[src/shared/ucrm_regs.svh]
`ifndef UCRM_REGS_SVH
`define UCRM_REGS_SVH
`define UCRM_A_HOLD  4'h0
`define UCRM_A_INT_EN     4'h1
`define UCRM_A_INT_STAT   4'h2
`define UCRM_A_LINE_CTL   4'h3
`define UCRM_A_MODEM_CTL  4'h4
`define UCRM_A_LINE_STAT  4'h5
`define UCRM_A_MODEM_STAT 4'h6
`define UCRM_A_SCRATCH    4'h7
`define UCRM_A_FEATURE    4'h8
`define UCRM_A_ENHANCED   4'h9
`define UCRM_A_TXL   4'ha
`define UCRM_A_RXL   4'hb
`define UCRM_A_XCH   4'hc
`define UCRM_A_STOP2 4'hd
`define UCRM_A_RES1  4'he
`define UCRM_A_RES2  4'hf
`define UCRM_LINE_DIV   7
`define UCRM_ENH_UNLOCK 4
`define UCRM_MODEM_LOOP 4
`define UCRM_FIFO_EN    0
`define UCRM_FIFO_RXRST 1
`define UCRM_FIFO_TXRST 2
`define UCRM_RST_BYTE 8'h00
`define UCRM_RST_NIB  4'h0
`define UCRM_WL_BASE  4'h5
`endif

[src/shared/ucrm_pkg.sv]
package ucrm_pkg;
  typedef logic [7:0] ucrm_byte_t;
  typedef logic [3:0] ucrm_addr_t;
  typedef logic [3:0] ucrm_nib_t;
endpackage

[src/logic/ucrm_channel_regs.sv]
`timescale 1ns/1ps
`include "ucrm_regs.svh"
module ucrm_channel_regs (
  input  wire logic               i_mclk,
  input  wire logic               i_resetn,
  input  wire logic               i_cs,
  input  wire logic               i_rd,
  input  wire logic               i_wr,
  input  wire ucrm_pkg::ucrm_addr_t i_addr,
  input  wire ucrm_pkg::ucrm_byte_t i_wdata,
  output ucrm_pkg::ucrm_byte_t    o_rdata,
  input  wire ucrm_pkg::ucrm_byte_t i_rx_char,
  input  wire ucrm_pkg::ucrm_byte_t i_line_status,
  input  wire ucrm_pkg::ucrm_nib_t  i_modem_in,
  input  wire ucrm_pkg::ucrm_nib_t  i_modem_delta,
  input  wire ucrm_pkg::ucrm_nib_t  i_int_code,
  input  wire logic               i_flow_delta,
  input  wire logic               i_special_char,
  input  wire ucrm_pkg::ucrm_byte_t i_tx_count,
  input  wire ucrm_pkg::ucrm_byte_t i_rx_count,
  input  wire logic               i_stop_det,
  input  wire logic               i_resume_det,
  output logic                    o_tx_load,
  output ucrm_pkg::ucrm_byte_t    o_tx_char,
  output logic                    o_rx_pop,
  output logic                    o_line_read,
  output logic                    o_modem_read,
  output logic                    o_status_read,
  output logic                    o_txfifo_rst,
  output logic                    o_rxfifo_rst,
  output logic [15:0]             o_divisor,
  output ucrm_pkg::ucrm_byte_t    o_int_enable,
  output logic [1:0]              o_rx_trig_sel,
  output logic [1:0]              o_tx_trig_sel,
  output logic                    o_dma_mode,
  output logic                    o_fifo_en,
  output ucrm_pkg::ucrm_byte_t    o_line_control,
  output ucrm_pkg::ucrm_nib_t     o_data_bits,
  output ucrm_pkg::ucrm_byte_t    o_modem_control,
  output logic                    o_rts,
  output logic                    o_dtr,
  output ucrm_pkg::ucrm_nib_t     o_turnaround_delay,
  output ucrm_pkg::ucrm_byte_t    o_feature_control,
  output ucrm_pkg::ucrm_byte_t    o_enhanced_features,
  output ucrm_pkg::ucrm_byte_t    o_tx_trigger_level,
  output ucrm_pkg::ucrm_byte_t    o_rx_trigger_level,
  output ucrm_pkg::ucrm_byte_t    o_stop_char_first,
  output ucrm_pkg::ucrm_byte_t    o_stop_char_second,
  output ucrm_pkg::ucrm_byte_t    o_resume_char_first,
  output ucrm_pkg::ucrm_byte_t    o_resume_char_second
);

////////////////////////////////////////////////////////////////////////////
  ucrm_pkg::ucrm_byte_t div_low_reg;
  ucrm_pkg::ucrm_byte_t div_high_reg;
  ucrm_pkg::ucrm_byte_t int_enable_reg;
  ucrm_pkg::ucrm_byte_t fifo_control_reg;
  ucrm_pkg::ucrm_byte_t line_control_reg;
  ucrm_pkg::ucrm_byte_t modem_control_reg;
  ucrm_pkg::ucrm_nib_t  turnaround_delay_reg;
  ucrm_pkg::ucrm_byte_t scratchpad_reg;
  ucrm_pkg::ucrm_byte_t feature_control_reg;
  ucrm_pkg::ucrm_byte_t enhanced_features_reg;
  ucrm_pkg::ucrm_byte_t tx_trigger_level_reg;
  ucrm_pkg::ucrm_byte_t rx_trigger_level_reg;
  ucrm_pkg::ucrm_byte_t stop_char_first_reg;
  ucrm_pkg::ucrm_byte_t stop_char_second_reg;
  ucrm_pkg::ucrm_byte_t resume_char_first_reg;
  ucrm_pkg::ucrm_byte_t resume_char_second_reg;
  logic                 stop_flag_reg;
  logic                 resume_flag_reg;
  ucrm_pkg::ucrm_byte_t rdata_next;
  ucrm_pkg::ucrm_nib_t  modem_state;
  logic                 acc_rd;
  logic                 acc_wr;
  logic                 div_access;
  logic                 unlock;
  logic                 loop_en;
  logic                 flag_clr;

  assign acc_rd     = i_cs & i_rd;
  assign acc_wr     = i_cs & i_wr;
  assign div_access = line_control_reg[`UCRM_LINE_DIV];
  assign unlock     = enhanced_features_reg[`UCRM_ENH_UNLOCK];
  assign loop_en    = modem_control_reg[`UCRM_MODEM_LOOP];
  assign flag_clr   = acc_rd & (i_addr == `UCRM_A_XCH);

////////////////////////////////////////////////////////////////////////////
  // extended fields keep their old value while locked
  always_ff @(posedge i_mclk or negedge i_resetn) begin
    if (!i_resetn) begin
      div_low_reg            <= `UCRM_RST_BYTE;
      div_high_reg           <= `UCRM_RST_BYTE;
      int_enable_reg         <= `UCRM_RST_BYTE;
      fifo_control_reg       <= `UCRM_RST_BYTE;
      line_control_reg       <= `UCRM_RST_BYTE;
      modem_control_reg      <= `UCRM_RST_BYTE;
      turnaround_delay_reg   <= `UCRM_RST_NIB;
      scratchpad_reg         <= `UCRM_RST_BYTE;
      feature_control_reg    <= `UCRM_RST_BYTE;
      enhanced_features_reg  <= `UCRM_RST_BYTE;
      tx_trigger_level_reg   <= `UCRM_RST_BYTE;
      rx_trigger_level_reg   <= `UCRM_RST_BYTE;
      stop_char_first_reg    <= `UCRM_RST_BYTE;
      stop_char_second_reg   <= `UCRM_RST_BYTE;
      resume_char_first_reg  <= `UCRM_RST_BYTE;
      resume_char_second_reg <= `UCRM_RST_BYTE;
    end else if (acc_wr) begin
      unique case (i_addr)
        `UCRM_A_HOLD: begin
          if (div_access) begin
            div_low_reg <= i_wdata;
          end
        end
        `UCRM_A_INT_EN: begin
          if (div_access) begin
            div_high_reg <= i_wdata;
          end else if (unlock) begin
            int_enable_reg <= {i_wdata[7:5], 1'b0, i_wdata[3:0]};
          end else begin
            int_enable_reg <= {int_enable_reg[7:4], i_wdata[3:0]};
          end
        end
        `UCRM_A_INT_STAT: begin
          // reset bits are pulses, never stored
          fifo_control_reg <= {i_wdata[7:6],
                               unlock ? i_wdata[5:4]
                                      : fifo_control_reg[5:4],
                               i_wdata[3], 2'b00, i_wdata[0]};
        end
        `UCRM_A_LINE_CTL: line_control_reg <= i_wdata;
        `UCRM_A_MODEM_CTL: begin
          modem_control_reg <= {unlock ? i_wdata[7:5]
                                       : modem_control_reg[7:5],
                                i_wdata[4:0]};
        end
        `UCRM_A_LINE_STAT: begin
          // status comes from the core; writes have no effect
        end
        `UCRM_A_MODEM_STAT: begin
          if (unlock) begin
            turnaround_delay_reg <= i_wdata[7:4];
          end
        end
        `UCRM_A_SCRATCH: scratchpad_reg <= i_wdata;
        `UCRM_A_FEATURE: feature_control_reg <= i_wdata;
        `UCRM_A_ENHANCED: enhanced_features_reg <= i_wdata;
        `UCRM_A_TXL: tx_trigger_level_reg <= i_wdata;
        `UCRM_A_RXL: rx_trigger_level_reg <= i_wdata;
        `UCRM_A_XCH: stop_char_first_reg <= i_wdata;
        `UCRM_A_STOP2: stop_char_second_reg <= i_wdata;
        `UCRM_A_RES1: resume_char_first_reg <= i_wdata;
        `UCRM_A_RES2: resume_char_second_reg <= i_wdata;
      endcase
    end
  end

////////////////////////////////////////////////////////////////////////////
  // side-effect strobes, one cycle after the access
  always_ff @(posedge i_mclk or negedge i_resetn) begin
    if (!i_resetn) begin
      o_tx_load    <= 1'b0;
      o_tx_char    <= `UCRM_RST_BYTE;
      o_rx_pop     <= 1'b0;
      o_line_read  <= 1'b0;
      o_modem_read <= 1'b0;
      o_status_read <= 1'b0;
      o_txfifo_rst <= 1'b0;
      o_rxfifo_rst <= 1'b0;
    end else begin
      o_tx_load    <= acc_wr & (i_addr == `UCRM_A_HOLD) & ~div_access;
      o_rx_pop     <= acc_rd & (i_addr == `UCRM_A_HOLD) & ~div_access;
      o_line_read  <= acc_rd & (i_addr == `UCRM_A_LINE_STAT);
      o_modem_read <= acc_rd & (i_addr == `UCRM_A_MODEM_STAT);
      o_status_read <= acc_rd & (i_addr == `UCRM_A_INT_STAT);
      o_txfifo_rst <= acc_wr & (i_addr == `UCRM_A_INT_STAT)
                      & i_wdata[`UCRM_FIFO_TXRST];
      o_rxfifo_rst <= acc_wr & (i_addr == `UCRM_A_INT_STAT)
                      & i_wdata[`UCRM_FIFO_RXRST];
      if (acc_wr && (i_addr == `UCRM_A_HOLD) && !div_access) begin
        o_tx_char <= i_wdata;
      end
    end
  end

////////////////////////////////////////////////////////////////////////////
  // a detection in the clearing cycle survives the read
  always_ff @(posedge i_mclk or negedge i_resetn) begin
    if (!i_resetn) begin
      stop_flag_reg   <= 1'b0;
      resume_flag_reg <= 1'b0;
    end else begin
      stop_flag_reg   <= i_stop_det | (stop_flag_reg & ~flag_clr);
      resume_flag_reg <= i_resume_det | (resume_flag_reg & ~flag_clr);
    end
  end

////////////////////////////////////////////////////////////////////////////
  // loopback: outputs feed the four modem inputs
  assign modem_state = loop_en ?
                       {modem_control_reg[3], modem_control_reg[2],
                        modem_control_reg[0], modem_control_reg[1]}
                       : i_modem_in;

  always_comb begin
    rdata_next = `UCRM_RST_BYTE;
    unique case (i_addr)
      `UCRM_A_HOLD: rdata_next = div_access ? div_low_reg : i_rx_char;
      `UCRM_A_INT_EN: begin
        rdata_next = div_access ? div_high_reg
                   : {int_enable_reg[7:5] & {3{unlock}}, 1'b0,
                      int_enable_reg[3:0]};
      end
      `UCRM_A_INT_STAT: begin
        rdata_next = {{2{fifo_control_reg[`UCRM_FIFO_EN]}},
                      i_flow_delta & unlock, i_special_char & unlock,
                      i_int_code};
      end
      `UCRM_A_LINE_CTL:   rdata_next = line_control_reg;
      `UCRM_A_MODEM_CTL:  rdata_next = {modem_control_reg[7:5] & {3{unlock}},
                                        modem_control_reg[4:0]};
      `UCRM_A_LINE_STAT:  rdata_next = i_line_status;
      `UCRM_A_MODEM_STAT: rdata_next = {modem_state, i_modem_delta};
      `UCRM_A_SCRATCH:    rdata_next = scratchpad_reg;
      `UCRM_A_FEATURE:    rdata_next = feature_control_reg;
      `UCRM_A_ENHANCED:   rdata_next = enhanced_features_reg;
      `UCRM_A_TXL:  rdata_next = i_tx_count;
      `UCRM_A_RXL:  rdata_next = i_rx_count;
      `UCRM_A_XCH: begin
        rdata_next = {6'h00, resume_flag_reg, stop_flag_reg};
      end
      `UCRM_A_STOP2: rdata_next = `UCRM_RST_BYTE;
      `UCRM_A_RES1:  rdata_next = `UCRM_RST_BYTE;
      `UCRM_A_RES2:  rdata_next = `UCRM_RST_BYTE;
    endcase
  end

  always_ff @(posedge i_mclk or negedge i_resetn) begin
    if (!i_resetn) begin
      o_rdata <= `UCRM_RST_BYTE;
    end else if (acc_rd) begin
      o_rdata <= rdata_next;
    end
  end

////////////////////////////////////////////////////////////////////////////
  // locked extended bits are masked so stale values cannot act
  assign o_divisor            = {div_high_reg, div_low_reg};
  assign o_int_enable         = {int_enable_reg[7:5] & {3{unlock}}, 1'b0,
                                 int_enable_reg[3:0]};
  assign o_rx_trig_sel        = fifo_control_reg[7:6];
  assign o_tx_trig_sel        = fifo_control_reg[5:4] & {2{unlock}};
  assign o_dma_mode           = fifo_control_reg[3];
  assign o_fifo_en            = fifo_control_reg[`UCRM_FIFO_EN];
  assign o_line_control       = line_control_reg;
  assign o_data_bits          = `UCRM_WL_BASE
                                + {2'b00, line_control_reg[1:0]};
  // general outputs stay internal: no pin carries them
  assign o_modem_control      = {modem_control_reg[7:5] & {3{unlock}},
                                 modem_control_reg[4], 2'b00,
                                 modem_control_reg[1:0]};
  // loopback keeps the line pins from following the register
  assign o_rts                = modem_control_reg[1] & ~loop_en;
  assign o_dtr                = modem_control_reg[0] & ~loop_en;
  assign o_turnaround_delay   = turnaround_delay_reg & {4{unlock}};
  assign o_feature_control    = feature_control_reg;
  assign o_enhanced_features  = enhanced_features_reg;
  assign o_tx_trigger_level   = tx_trigger_level_reg;
  assign o_rx_trigger_level   = rx_trigger_level_reg;
  assign o_stop_char_first    = stop_char_first_reg;
  assign o_stop_char_second   = stop_char_second_reg;
  assign o_resume_char_first  = resume_char_first_reg;
  assign o_resume_char_second = resume_char_second_reg;
endmodule // ucrm_channel_regs

[config.mk]
export PLATFORM = sky130hd
export DESIGN_NAME = ucrm_channel_regs
export DESIGN_NICKNAME = d
export VERILOG_FILES = /design/src/shared/ucrm_pkg.sv /design/src/logic/ucrm_channel_regs.sv
export VERILOG_INCLUDE_DIRS = /design/src /design/src/shared
export SDC_FILE = /design/constraint.sdc
export NUM_CORES = 1
export LEC_CHECK = 0
export ABC_AREA = 1
export BUFFER_PORTS_ARGS = -buffer_cell sky130_fd_sc_hd__buf_2
export CELL_PAD_IN_SITES_DETAIL_PLACEMENT = 1
export CELL_PAD_IN_SITES_GLOBAL_PLACEMENT = 1
export CORE_AREA = 2 2 137 139
export DETAILED_ROUTE_END_ITERATION = 12
export DIE_AREA = 0 0 139 141
export GPL_ROUTABILITY_DRIVEN = 0
export GPL_TIMING_DRIVEN = 0
export PLACE_DENSITY_LB_ADDON = 0.3
export SYNTH_ARGS = -nofsm -noshare
export SYNTH_HDL_FRONTEND = slang
export SYNTH_SLANG_ARGS = --single-unit
[constraint.sdc]
create_clock -name i_mclk -period 1.95 [get_ports i_mclk]
set_clock_uncertainty 0.2 [all_clocks]
set_input_delay 0.39 -clock i_mclk [delete_from_list [all_inputs] [get_ports i_mclk]]
set_output_delay 0.39 -clock i_mclk [all_outputs]
set_load 0.05 [all_outputs]
==> results.cfg <==
[drt]
drt-wirelength-per-cell_um = 19.3
totalWireLength_um = 25100
dr.first_iter.drc_count = 365
vias_after_detailed_routing = 6493
detail_route.drc_violations = 0
post_drt_via_cell_ratio = 5.01
detail_route.first_pass.iterations = 5
drt.antenna.violating_nets = 0

[global_routing]
use_met2_pct = 42.9
grt_util_all_layers_pct = 25.9
first_global_vias = 6650
number_of_antenna_violations_at_the_first_check_in_global_routing = 0
grtUsageMet3_pct = 6.05
pin_count_of_the_biggest_net_entering_global_routing = 83
grt.met1_usage_pct = 33.8
grt_first_pass_wirelength_um = 38600
grt_remaining_overflow = 0
grt-busiest-layer = met2

[sta]
finalMaxSlewViolations = 0
post-route-worst-setup-slack_ns = -0.0569
setup_violations = 7
finalSetupTns_ns = -0.251
slew-limit-headroom_pct = 45.4
min_period_over_period_pct = 103
fin_crit_ns = 2.01
tightestPinTransition_ns = 0.819
grt_setup_unrepaired = true
max_fclk_mhz = 498
final_hold_viol_count = 0

[power]
powerDensity_nw_per_um2 = 1200
total_power_uw = 10600
cellLeakagePower_uw = 0.00480
worst_ir_drop_vdd_mv = 0.683

[layout]
layout.cells.most_common = sky130_fd_sc_hd__nand2_1
finish.net_count = 1115
multiInputGateArea_sq_um = 2560
drive_gt1_share_pct = 28.3
diodes = 0
final-seq-area_sq_um = 3660
final_cell_mix = 300 x sky130_fd_sc_hd__nand2_1, 189 x sky130_fd_sc_hd__buf_2, 142 x sky130_fd_sc_hd__dfrtp_1
n_fill_cell = 2261
finish.utilization_pct = 48.4
layout-area-overhead-vs-synth_pct = 35.0

[logic_synthesis]
post_synth_instance_area_sq_um = 6550
netlist-cell-type-count = 24
flip_flop_and_latch_count_after_synthesis = 146
ys_seq_area_share_pct = 55.8
synth_cells = 815
syn_area_per_cell_sq_um = 8.03
ys_warn_count = 0

[status]
run_status = finished with violations
failing_checks = negative setup slack

[die]
chipWidth_um = 139
die-height_um = 141
dieArea_sq_um = 19600
floorplan.initialDensity_pct = 35.8
ios = 208
num_rows = 50
core_area_sq_um = 18300

[clocking]
number_of_h_tree_levels = 4
total_clock_buffers_created_by_cts = 17
ctsRootBufferMaster = sky130_fd_sc_hd__clkbuf_16
clock_tree_from_tritoncts = built
clock_sinks = 146
cts.clk_slew.worst_paths_ns = 0.06
worstSkewPairLatency_ns = 0.43
clockBufferDepth = 2

[min_path]
hold_path_class = in -> reg

[setup_path]
critical_path.endpoint_type = primary output
worstPathArrival_ns = 1.42
path_max_fanout = 7
setup.worst_path.class = reg -> out
timing.critical_path.from_type = flip-flop
cp.required_ns = 1.36

[place]
hpwl_um = 18400
buffer_ports.inserted = 204

[flow_run]
max_cap_violations = 0
[metal layers]
metal / up-vias / wire (um) / part of all wire (%)
met1: 3181 / 10900 / 43
li1: 3050 / - / -
met4: 0 / 544 / 2.2
met3: 32 / 1560 / 6.2
met5: - / 0 / 0
met2: 230 / 12100 / 48
[repair_timing]
| item | CTS | global route |
|---|---|---|
| pin swaps | 0 | 1 |
| endpoints found under the setup margin | 31 | 62 |
| gates resized for setup | 51 | 19 |
| hold buffers | 3 | 0 |
| setup buffers | 5 | 1 |
| endpoints found under the hold margin | 66 | 0 |
[worst max-delay path, stage by stage, from the launching register on]
cell,delay (ns)
sky130_fd_sc_hd__dfrtp_2,0.46
sky130_fd_sc_hd__clkbuf_16,0.20
sky130_fd_sc_hd__nand2_4,0.07
sky130_fd_sc_hd__clkinvlp_4,0.09
sky130_fd_sc_hd__buf_8,0.15
[cell usage after synthesis]
cell type / instances / area (sq um)
sky130_fd_sc_hd__nand2_1: 311 / 1170
sky130_fd_sc_hd__dfrtp_1: 146 / 3650
sky130_fd_sc_hd__o21ai_0: 132 / 661
sky130_fd_sc_hd__nor2_1: 57 / 214
sky130_fd_sc_hd__inv_1: 56 / 210
sky130_fd_sc_hd__nand3_1: 31 / 155
sky130_fd_sc_hd__clkbuf_1: 23 / 86.3
sky130_fd_sc_hd__a21oi_1: 15 / 75.1
sky130_fd_sc_hd__buf_4: 13 / 97.6
sky130_fd_sc_hd__nor2_2: 5 / 31.3
sky130_fd_sc_hd__nor2_4: 4 / 45.0
sky130_fd_sc_hd__nor3_1: 3 / 15.0
sky130_fd_sc_hd__o21bai_1: 3 / 22.5
sky130_fd_sc_hd__buf_2: 2 / 10.0
sky130_fd_sc_hd__clkinv_1: 2 / 7.51
sky130_fd_sc_hd__nand2_2: 2 / 12.5
sky130_fd_sc_hd__nand4_1: 2 / 12.5
sky130_fd_sc_hd__o211ai_1: 2 / 15.0
sky130_fd_sc_hd__buf_6: 1 / 11.3
sky130_fd_sc_hd__conb_1: 1 / 3.75
sky130_fd_sc_hd__ha_1: 1 / 12.5
sky130_fd_sc_hd__nand2_4: 1 / 11.3
sky130_fd_sc_hd__nand3b_1: 1 / 7.51
sky130_fd_sc_hd__nor3b_1: 1 / 7.51
[final timing paths]
check | to | cells past startpoint | slack, ns | from
worst max-delay path | o_turnaround_delay[0] | 4 | -0.06 | o_enhanced_features[4]
worst min-delay path | div_low_reg[3] | 3 | 0.01 | i_wdata[3]
max in group asynchronous | o_rdata[7] | 3 | 0.39 | i_resetn
worst min register to register | o_stop_char_second[5] | 2 | 0.28 | o_stop_char_second[5]
worst max register to register | o_rdata[5] | 9 | 0.14 | modem_control_reg[4]
min in group asynchronous | o_stop_char_second[7] | 2 | 0.32 | i_resetn
[logic make-up after synthesis]
| family | count (synthesis) | synth area share, % |
|---|---|---|
| AOI/OAI and AO/OA | 152 | 11.8 |
| adders and majority gates | 1 | 0.191 |
| buffers and inverters | 97 | 6.46 |
| DFF | 146 | 55.8 |
| other | 1 | 0.0573 |
| and+or+nand+nor | 418 | 25.7 |
[stage by stage]
stage          instances  instance area [sq um]  hold slack, ns  setup slack [ns]
2_1_floorplan        817                   6580          -0.106           -0.0345
6_report            1296                   8830          0.0117           -0.0569
4_1_cts             1295                   8770       0.0000128           -0.0262
3_5_place_dp        1256                   7930           0.233            -0.540
5_1_grt             1296                   8830          0.0214           -0.0961
3_3_place_gp        1255                   7900           0.261             -2.26
[power breakdown]
| group | switching [uW] | internal (uW) | total [uW] |
|---|---|---|---|
| combinational | 2540 | 767 | 3310 |
| clock | 1400 | 2020 | 3420 |
| sequential | 355 | 3510 | 3870 |
[area by class of cell]
class | instances | share of cell area, %
buffer | 38 | 2.54
tap | 234 | 3.31
timing repair buffer | 214 | 14.1
multi-input combinational | 574 | 29.0
clock buffer | 17 | 4.82
clock inverter | 15 | 2.05
inverter | 58 | 2.73
sequential | 146 | 41.4
Power figures use the tool's default switching activity.
